<file path="src/logic/timer_map.svh">
// constants for the interval timer channel
`ifndef TIMER_MAP_SVH
`define TIMER_MAP_SVH
`define RL_LATCH 2'h0
`define RL_LSB 2'h1
`define RL_MSB 2'h2
`define RL_BOTH 2'h3
`define CW_SEL_HI 7
`define CW_SEL_LO 6
`define CW_RL_HI 5
`define CW_RL_LO 4
`define CW_MODE_HI 3
`define CW_MODE_LO 1
`define CW_BCD 0
`define SEL_CTRL 2'h3
`define COUNT_RESET 16'h0000
`endif

</file>
<file path="src/logic/timer_pkg.sv">
// types for the interval timer
package timer_pkg;
    typedef enum logic [2:0] {
        MODE_TC = 3'b000,
        MODE_ONESHOT = 3'b001,
        MODE_RATE = 3'b010,
        MODE_SQUARE = 3'b011,
        MODE_SWSTROBE = 3'b100,
        MODE_HWSTROBE = 3'b101
    } mode_t;
    typedef logic [15:0] count_t;
endpackage

</file>
<file path="src/logic/count_if.sv">
// carrier between channel and its counter core
`timescale 1ns/1ps
interface count_if;
    logic load;
    logic [15:0] value;
    logic [2:0] mode;
    logic gate;
    logic tick;
    logic [15:0] count;
    logic out;
    modport ctrl(output load, value, mode, gate, tick, input count, out);
    modport core(input load, value, mode, gate, tick, output count, out);
endinterface

</file>
<file path="src/logic/count_core.sv">
// down counter core with gate behaviour per mode
`timescale 1ns/1ps
`include "timer_map.svh"
module count_core (
    input wire logic clk,
    input wire logic rst,
    count_if.core cif
);
    import timer_pkg::*;
    logic [15:0] count;
    logic [15:0] reload;
    logic running;
    logic out;
    logic gate_d;
    logic armed;
    wire gate_rise = cif.gate & ~gate_d;
    wire square = (cif.mode[1:0] == 2'b11);
    wire rate = (cif.mode[1:0] == 2'b10);
    wire trig_mode = (cif.mode == 3'b001) || (cif.mode == 3'b101);
    wire [15:0] step = square ? 16'h0002 : 16'h0001;
    wire [15:0] dec = count - step;
    wire gate_ok = trig_mode | cif.gate;
    wire at_end = (count == step);
    assign cif.count = count;
    assign cif.out = out;
    always_ff @(posedge clk or posedge rst) begin
        if (rst) begin
            count <= 16'h0000;
            reload <= 16'h0000;
            running <= 1'b0;
            out <= 1'b1;
            gate_d <= 1'b0;
            armed <= 1'b0;
        end else begin
            gate_d <= cif.gate;
            if (cif.load) begin
                reload <= cif.value;
                count <= cif.value;
                armed <= 1'b1;
                running <= !trig_mode;
                out <= (cif.mode != 3'b000);
            end else if (armed && trig_mode && gate_rise) begin
                count <= reload;
                running <= 1'b1;
                out <= (cif.mode != 3'b001) | out & 1'b0;
            end else if (armed && (rate | square | cif.mode == 3'b100) && gate_rise) begin
                count <= reload;
                running <= 1'b1;
                out <= 1'b1;
            end else if ((rate | square) && !cif.gate) begin
                out <= 1'b1;
            end else if (running && gate_ok && cif.tick) begin
                count <= dec;
                if (at_end) begin
                    count <= reload;
                    case (cif.mode)
                        3'b000: begin out <= 1'b1; running <= 1'b0; end
                        3'b001: begin out <= 1'b1; running <= 1'b0; end
                        3'b010: out <= 1'b1;
                        3'b011: out <= ~out;
                        default: begin out <= 1'b1; running <= 1'b0; end
                    endcase
                end else if (rate && dec == 16'h0001) begin
                    out <= 1'b0;
                end else if ((cif.mode[2] && !cif.mode[1]) && dec == 16'h0001) begin
                    out <= 1'b0;
                end else if (cif.mode == 3'b100 || cif.mode == 3'b101) begin
                    out <= 1'b1;
                end
            end
        end
    end
    a_gate_forces_high: assert property (@(posedge clk) disable iff (rst)
        ((rate | square) && !cif.gate && !cif.load) |=> out)
        else $error("output not high while gate low");
    a_oneshot_low: assert property (@(posedge clk) disable iff (rst)
        (armed && cif.mode == 3'b001 && gate_rise && !cif.load) |=> !out)
        else $error("one-shot output not low after trigger");
    a_trigger_reload: assert property (@(posedge clk) disable iff (rst)
        (armed && trig_mode && gate_rise && !cif.load) |=> (count == $past(reload) && running))
        else $error("trigger did not reload");
    a_gate_hold: assert property (@(posedge clk) disable iff (rst)
        (cif.mode == 3'b000 && !cif.gate && !gate_d && !cif.load) |=> $stable(count))
        else $error("mode 0 count moved with gate low");
    a_square_step: assert property (@(posedge clk) disable iff (rst)
        (square && running && cif.gate && gate_d && cif.tick && !cif.load && count > 16'h0002)
        |=> count == $past(count) - 16'h0002)
        else $error("square mode step not two");
endmodule

</file>
<file path="src/logic/timer_channel.sv">
// one timer channel: gate handling, direct read and latched read
`timescale 1ns/1ps
`include "timer_map.svh"
// Contract
// modes 1,5 gate rise starts or retriggers
// modes 2,3 gate low inhibits, rise restarts
// modes 2,3 gate low forces output high
// count down; square mode steps by two
// count readable while counting runs
// direct read returns live count
// host halts counter before direct read
// latch command snapshots count undisturbed
// host may cascade two counters
// mode 0 gate low suspends, resumes
// mode 4 gate rise restarts from load
// mode 1 output low until terminal
// snapshot frozen until fully read
module timer_channel (
    input wire logic REF_CLK,
    input wire logic RST,
    input wire logic CNT_CLK,
    input wire logic GATE,
    input wire logic WR_CTRL,
    input wire logic WR_DATA,
    input wire logic RD_DATA,
    input wire logic [7:0] DIN,
    output logic [7:0] DOUT,
    output logic OUT,
    output timer_pkg::count_t COUNT_VIEW
);
    import timer_pkg::*;
    count_if cif();
    logic clk_s1, clk_s2, clk_s3;
    logic gate_s1, gate_s2;
    logic [1:0] rl;
    logic [2:0] mode;
    logic [7:0] lsb;
    logic low_next;
    logic rd_hi;
    logic latched;
    logic [15:0] snap;
    logic load;
    logic [15:0] value;
    wire own_cmd = WR_CTRL && DIN[`CW_SEL_HI:`CW_SEL_LO] != `SEL_CTRL;
    wire latch_cmd = own_cmd && DIN[`CW_RL_HI:`CW_RL_LO] == `RL_LATCH;
    wire [15:0] rd_src = latched ? snap : cif.count;
    wire [7:0] rd_byte = (rl == `RL_MSB || (rl == `RL_BOTH && rd_hi)) ? rd_src[15:8] : rd_src[7:0];
    wire last_byte = (rl != `RL_BOTH) || rd_hi;
    assign cif.load = load;
    assign cif.value = value;
    assign cif.mode = mode;
    assign cif.gate = gate_s2;
    assign cif.tick = clk_s2 & ~clk_s3;
    count_core u_core (
        .clk(REF_CLK),
        .rst(RST),
        .cif(cif)
    );
    always_ff @(posedge REF_CLK or posedge RST) begin
        if (RST) begin
            clk_s1 <= 1'b0;
            clk_s2 <= 1'b0;
            clk_s3 <= 1'b0;
            gate_s1 <= 1'b0;
            gate_s2 <= 1'b0;
        end else begin
            clk_s1 <= CNT_CLK;
            clk_s2 <= clk_s1;
            clk_s3 <= clk_s2;
            gate_s1 <= GATE;
            gate_s2 <= gate_s1;
        end
    end
    always_ff @(posedge REF_CLK or posedge RST) begin
        if (RST) begin
            rl <= `RL_BOTH;
            mode <= 3'b000;
            lsb <= 8'h00;
            low_next <= 1'b1;
            load <= 1'b0;
            value <= `COUNT_RESET;
        end else begin
            load <= 1'b0;
            if (own_cmd && !latch_cmd) begin
                rl <= DIN[`CW_RL_HI:`CW_RL_LO];
                mode <= (DIN[2:1] == 2'b11 || DIN[2:1] == 2'b10) ? {1'b0, DIN[2:1]} : DIN[3:1];
                low_next <= 1'b1;
            end else if (WR_DATA) begin
                if (rl == `RL_LSB) begin
                    value <= {8'h00, DIN};
                    load <= 1'b1;
                end else if (rl == `RL_MSB) begin
                    value <= {DIN, 8'h00};
                    load <= 1'b1;
                end else if (low_next) begin
                    lsb <= DIN;
                    low_next <= 1'b0;
                end else begin
                    value <= {DIN, lsb};
                    load <= 1'b1;
                    low_next <= 1'b1;
                end
            end
        end
    end
    always_ff @(posedge REF_CLK or posedge RST) begin
        if (RST) begin
            latched <= 1'b0;
            snap <= `COUNT_RESET;
            rd_hi <= 1'b0;
            DOUT <= 8'h00;
        end else begin
            if (latch_cmd && !latched) begin
                latched <= 1'b1;
                snap <= cif.count;
            end
            if (own_cmd && !latch_cmd) begin
                rd_hi <= 1'b0;
            end else if (RD_DATA) begin
                DOUT <= rd_byte;
                rd_hi <= (rl == `RL_BOTH) ? ~rd_hi : 1'b0;
                // a latch landing with a live read must not be cleared at once
                if (last_byte && latched) begin
                    latched <= 1'b0;
                end
            end
        end
    end
    always_ff @(posedge REF_CLK or posedge RST) begin
        if (RST) begin
            OUT <= 1'b1;
            COUNT_VIEW <= `COUNT_RESET;
        end else begin
            OUT <= cif.out;
            COUNT_VIEW <= cif.count;
        end
    end
    a_snap_frozen: assert property (@(posedge REF_CLK) disable iff (RST)
        (latched && !(RD_DATA && last_byte)) |=> (latched && $stable(snap)))
        else $error("snapshot changed before full read");
    a_latch_capture: assert property (@(posedge REF_CLK) disable iff (RST)
        (latch_cmd && !latched) |=> (latched && snap == $past(cif.count)))
        else $error("latch did not capture count");
    a_live_read: assert property (@(posedge REF_CLK) disable iff (RST)
        (RD_DATA && !latched && !rd_hi && rl != `RL_MSB && !own_cmd) |=> DOUT == $past(cif.count[7:0]))
        else $error("direct read not live count");
endmodule

</file>
<file path="config.mk">
export PLATFORM = sky130hd
export DESIGN_NAME = timer_channel
export DESIGN_NICKNAME = d
export VERILOG_FILES = /design/src/logic/timer_pkg.sv /design/src/logic/count_if.sv /design/src/logic/count_core.sv /design/src/logic/timer_channel.sv
export VERILOG_INCLUDE_DIRS = /design/src /design/src/logic
export SDC_FILE = /design/constraint.sdc
export NUM_CORES = 1
export LEC_CHECK = 0
export BUFFER_PORTS_ARGS = -buffer_cell sky130_fd_sc_hd__buf_2
export CAP_MARGIN = 20
export CORE_UTILIZATION = 50
export CTS_CLUSTER_SIZE = 14
export DETAILED_ROUTE_END_ITERATION = 10
export GPL_ROUTABILITY_DRIVEN = 0
export PLACE_DENSITY = 0.77
export SLEW_MARGIN = 20
export SYNTH_ARGS = -nofsm -noshare
export SYNTH_HDL_FRONTEND = slang
export SYNTH_HIERARCHICAL = 1
export SYNTH_SLANG_ARGS = --single-unit
</file>
<file path="constraint.sdc">
create_clock -name REF_CLK -period 4.3 [get_ports REF_CLK]
set_clock_uncertainty 0.1 [all_clocks]
set_input_delay 0.86 -clock REF_CLK [delete_from_list [all_inputs] [get_ports REF_CLK]]
set_output_delay 0.86 -clock REF_CLK [all_outputs]
set_load 0.03 [all_outputs]
</file>
==> reports/summary.txt <==
Crit path required time: 4.64 ns
Sequential power share: 39.2%
Sw Pwr: 0.00173 W
Clock sink total: 115
Unrepaired setup endpoints after global routing: no
Cell Area, Synth: 0.00551 mm2
I/O Buffers: 39
Post-CTS Setup Repair Bufs: 0
Placed Instances: 639
Routed via count: 3840
Tot GR Track Use: 22.1%
Met2 WL post-DR: 5.37 mm
Hold buffers post-CTS: 0
Min Clock Period, post-route: 2.97 ns
Fmax achieved: 337 MHz
Drt total wl: 11.4 mm
CP arrival: 3.31 ns
Finished Layout Cells: 671
Crit-path max FO: 10
CTS-repair resized insts: 0
Top Metal Used: met4
Initial antenna violation count: 0
FF-to-FF Start: cif.mode[1]
Remaining antenna violation count after routing: 0
Rel. slew slack: 28.7%
Die area: 0.0114 mm2
P&R area growth vs syn: 16.8%
Largest area contributor in the netlist: dfrtp_1
Die W: 107 um
Synth Warn #: 6
Pleak: 2.82 nW
Synthesized flop and latch total: 115
Final period util: 69.0%
Crit path capture type: flop
Outcome: completed
Layout cell share with drive strength beyond 1: 28.6%
TritonCTS buffer count: 17
Post-Syn Instances: 485
Int Pwr: 0.00328 W
Number of synthesized flops with an enable pin: 0
Crit path from: cif.mode[1]
FP Rows: 37
Syn Area/Cell: 11.4 um2
Worst Hold Class: flop to flop
Global route overflow: 0
Wire per inst: 16.9 um
WS Path Type: flop to flop
Global-route wire length before repair: 19.5 mm
CTS H-tree depth: 4
Vias in the first global route: 3915
Routed length on met1: 5.20 mm
Max_cap viols: 0
Dpl hpwl: 7.63 mm
Clk pwr share: 30.1%
Seq/Total Area, Yosys: 52.3%
Num ports: 40
Final #Nets: 543
Worst slack at placement: 1.34 ns
Clock Pin Slew Worst Setup and Hold Paths: 0.06 ns
Worst-Margin Slew: 1.07 ns
R2r setup slk: 1.33 ns
Worst skew pair latency: 0.51 ns
R2r worst-path depth: 9
Most frequent cells in the layout: dfrtp_1 (110), mux2_2 (52), nor2_1 (40)
Yosys cell types: 57
Reg-to-reg endpoint: u_core/cif.out
Commonest non-fill, non-tap cell in the layout: dfrtp_1
Final TNS setup: 0 ns
Die Height: 107 um
Yosys top cell area share: 50.0%
Critical path startpoint category: flop
Final hold viol count: 0
Core box area: 0.0105 mm2
Starting DRT DRC Count: 217
FILL cells: 812
Final worst setup slack: 1.33 ns
Cell Pwr Density: 779 mW/mm2
Post-synth ARST share: 100%
Syn_nets: 506
ANT cells: 0
Comb power frac: 30.7%
Register area: 0.00288 mm2
First-pass DRT Iterations: 4
Pin count of the biggest net entering global routing: 64
Fin. max-slew vios: 0
CP endpoint: u_core/cif.out
Final setup violating endpoints: 0
Remaining DRCs: 0
Avg Vias per Cell: 5.72
Top FF cell, synth: dfrtp_1
Largest cells by area after synthesis: dfrtp_1 (50%), mux2_2 (11%), a21oi_1 (3.3%)
Switch share: 34.5%
Fin Hold WS: 0.247 ns
Clock root buffer: clkbuf_8
Clk buf depth: 2
VDD IR-drop max: 0.398 mV
Routed length on met3: 593 um
Footprint of the multi-input gates: 0.00238 mm2
Starting Density: 52.4%
TritonCTS clock tree: done
-- layout make-up --
type | count | share of cell area, %
Inverter | 30 | 1.79
Clock buffer | 23 | 7.72
Sequential cell | 115 | 44.8
Timing Repair Buffer | 45 | 3.73
Tap cell | 136 | 2.64
Multi-Input combinational cell | 313 | 37.0
Clock inverter | 9 | 2.29
-- stage by stage --
stage                     power (W)  utilization, %  cell area (um2)
after floorplan             0.00307               -             5510
after global placement      0.00341            55.1             5790
after detailed placement    0.00350            55.1             5790
after CTS                   0.00503            61.2             6430
after global routing        0.00531            61.2             6430
final                       0.00501            61.2             6430
-- worst min path at each step --
stage	from	endpoint	slack, ns	cells past startpoint
after floorplan	gate_s1	cif.gate	0.23	0
after global placement	gate_s1	cif.gate	0.23	0
after detailed placement	gate_s1	cif.gate	0.23	0
after CTS	clk_s1	clk_s2	0.25	0
after global routing	clk_s1	clk_s2	0.25	0
final	clk_s1	clk_s2	0.25	0
-- logic make-up after synthesis --
family | share of synthesized area [%]
AND/OR/NAND/NOR | 12.1
flip-flops | 52.3
adder cells (fa/ha/maj) | 1.50
AO/OA/AOI/OAI | 11.4
buffers and inverters | 4.54
multiplexers | 16.3
XOR/XNOR | 1.91
-- registers in the layout, summed over array words and instances, names as in the netlist, 2 cells and up --
register	flops
cif.mode	3
lsb	8
snap	16
DOUT	8
COUNT_VIEW	16
u_core/reload	16
u_core/cif.count	16
cif.value	16
rl	2
-- cell usage after synthesis, types with 3 or more instances --
cell,n
xnor2_1,10
nor3b_1,7
clkbuf_1,17
buf_2,4
a21o_1,5
nand2_1,20
nand3_1,3
a31oi_1,6
nor2b_1,14
a211oi_1,9
o21ai_0,20
or4_1,4
nor3_1,8
dfrtp_1,110
nand4_1,3
mux2i_1,10
mux4_2,8
inv_1,30
nor4_1,5
buf_1,3
a21oi_1,36
and3_1,3
dfstp_2,5
nand2b_1,3
nor2_1,40
a211o_1,5
ha_1,5
mux2_2,52
nand3b_1,3
-- routing by layer --
metal	global-route usage, %	vias to the layer above
met2	34.3	123
li1	-	1801
met3	5.35	19
met4	7.53	0
met5	0	-
met1	30.5	1897
-- critical path, cell delays in order (launching register included) --
cell and delay [ns]:
dfrtp_1 0.51, nand2_1 0.16, ha_1 0.25, fa_1 0.54, a21o_1 0.23, a211o_1 0.25, a21boi_0 0.32, and4_4 0.30
o221a_1 0.17, o2bb2ai_1 0.07
-- power by group through the flow --
stage / clock [W] / sequential (W) / combinational (W)
finish: 0.00151 / 0.00197 / 0.00154
global route: 0.00158 / 0.00204 / 0.00169
CTS: 0.00153 / 0.00197 / 0.00153
detailed placement: 0 / 0.00198 / 0.00151
global placement: 0 / 0.00195 / 0.00146
floorplan: 0 / 0.00204 / 0.00104
(Power assumes the default switching activity.)
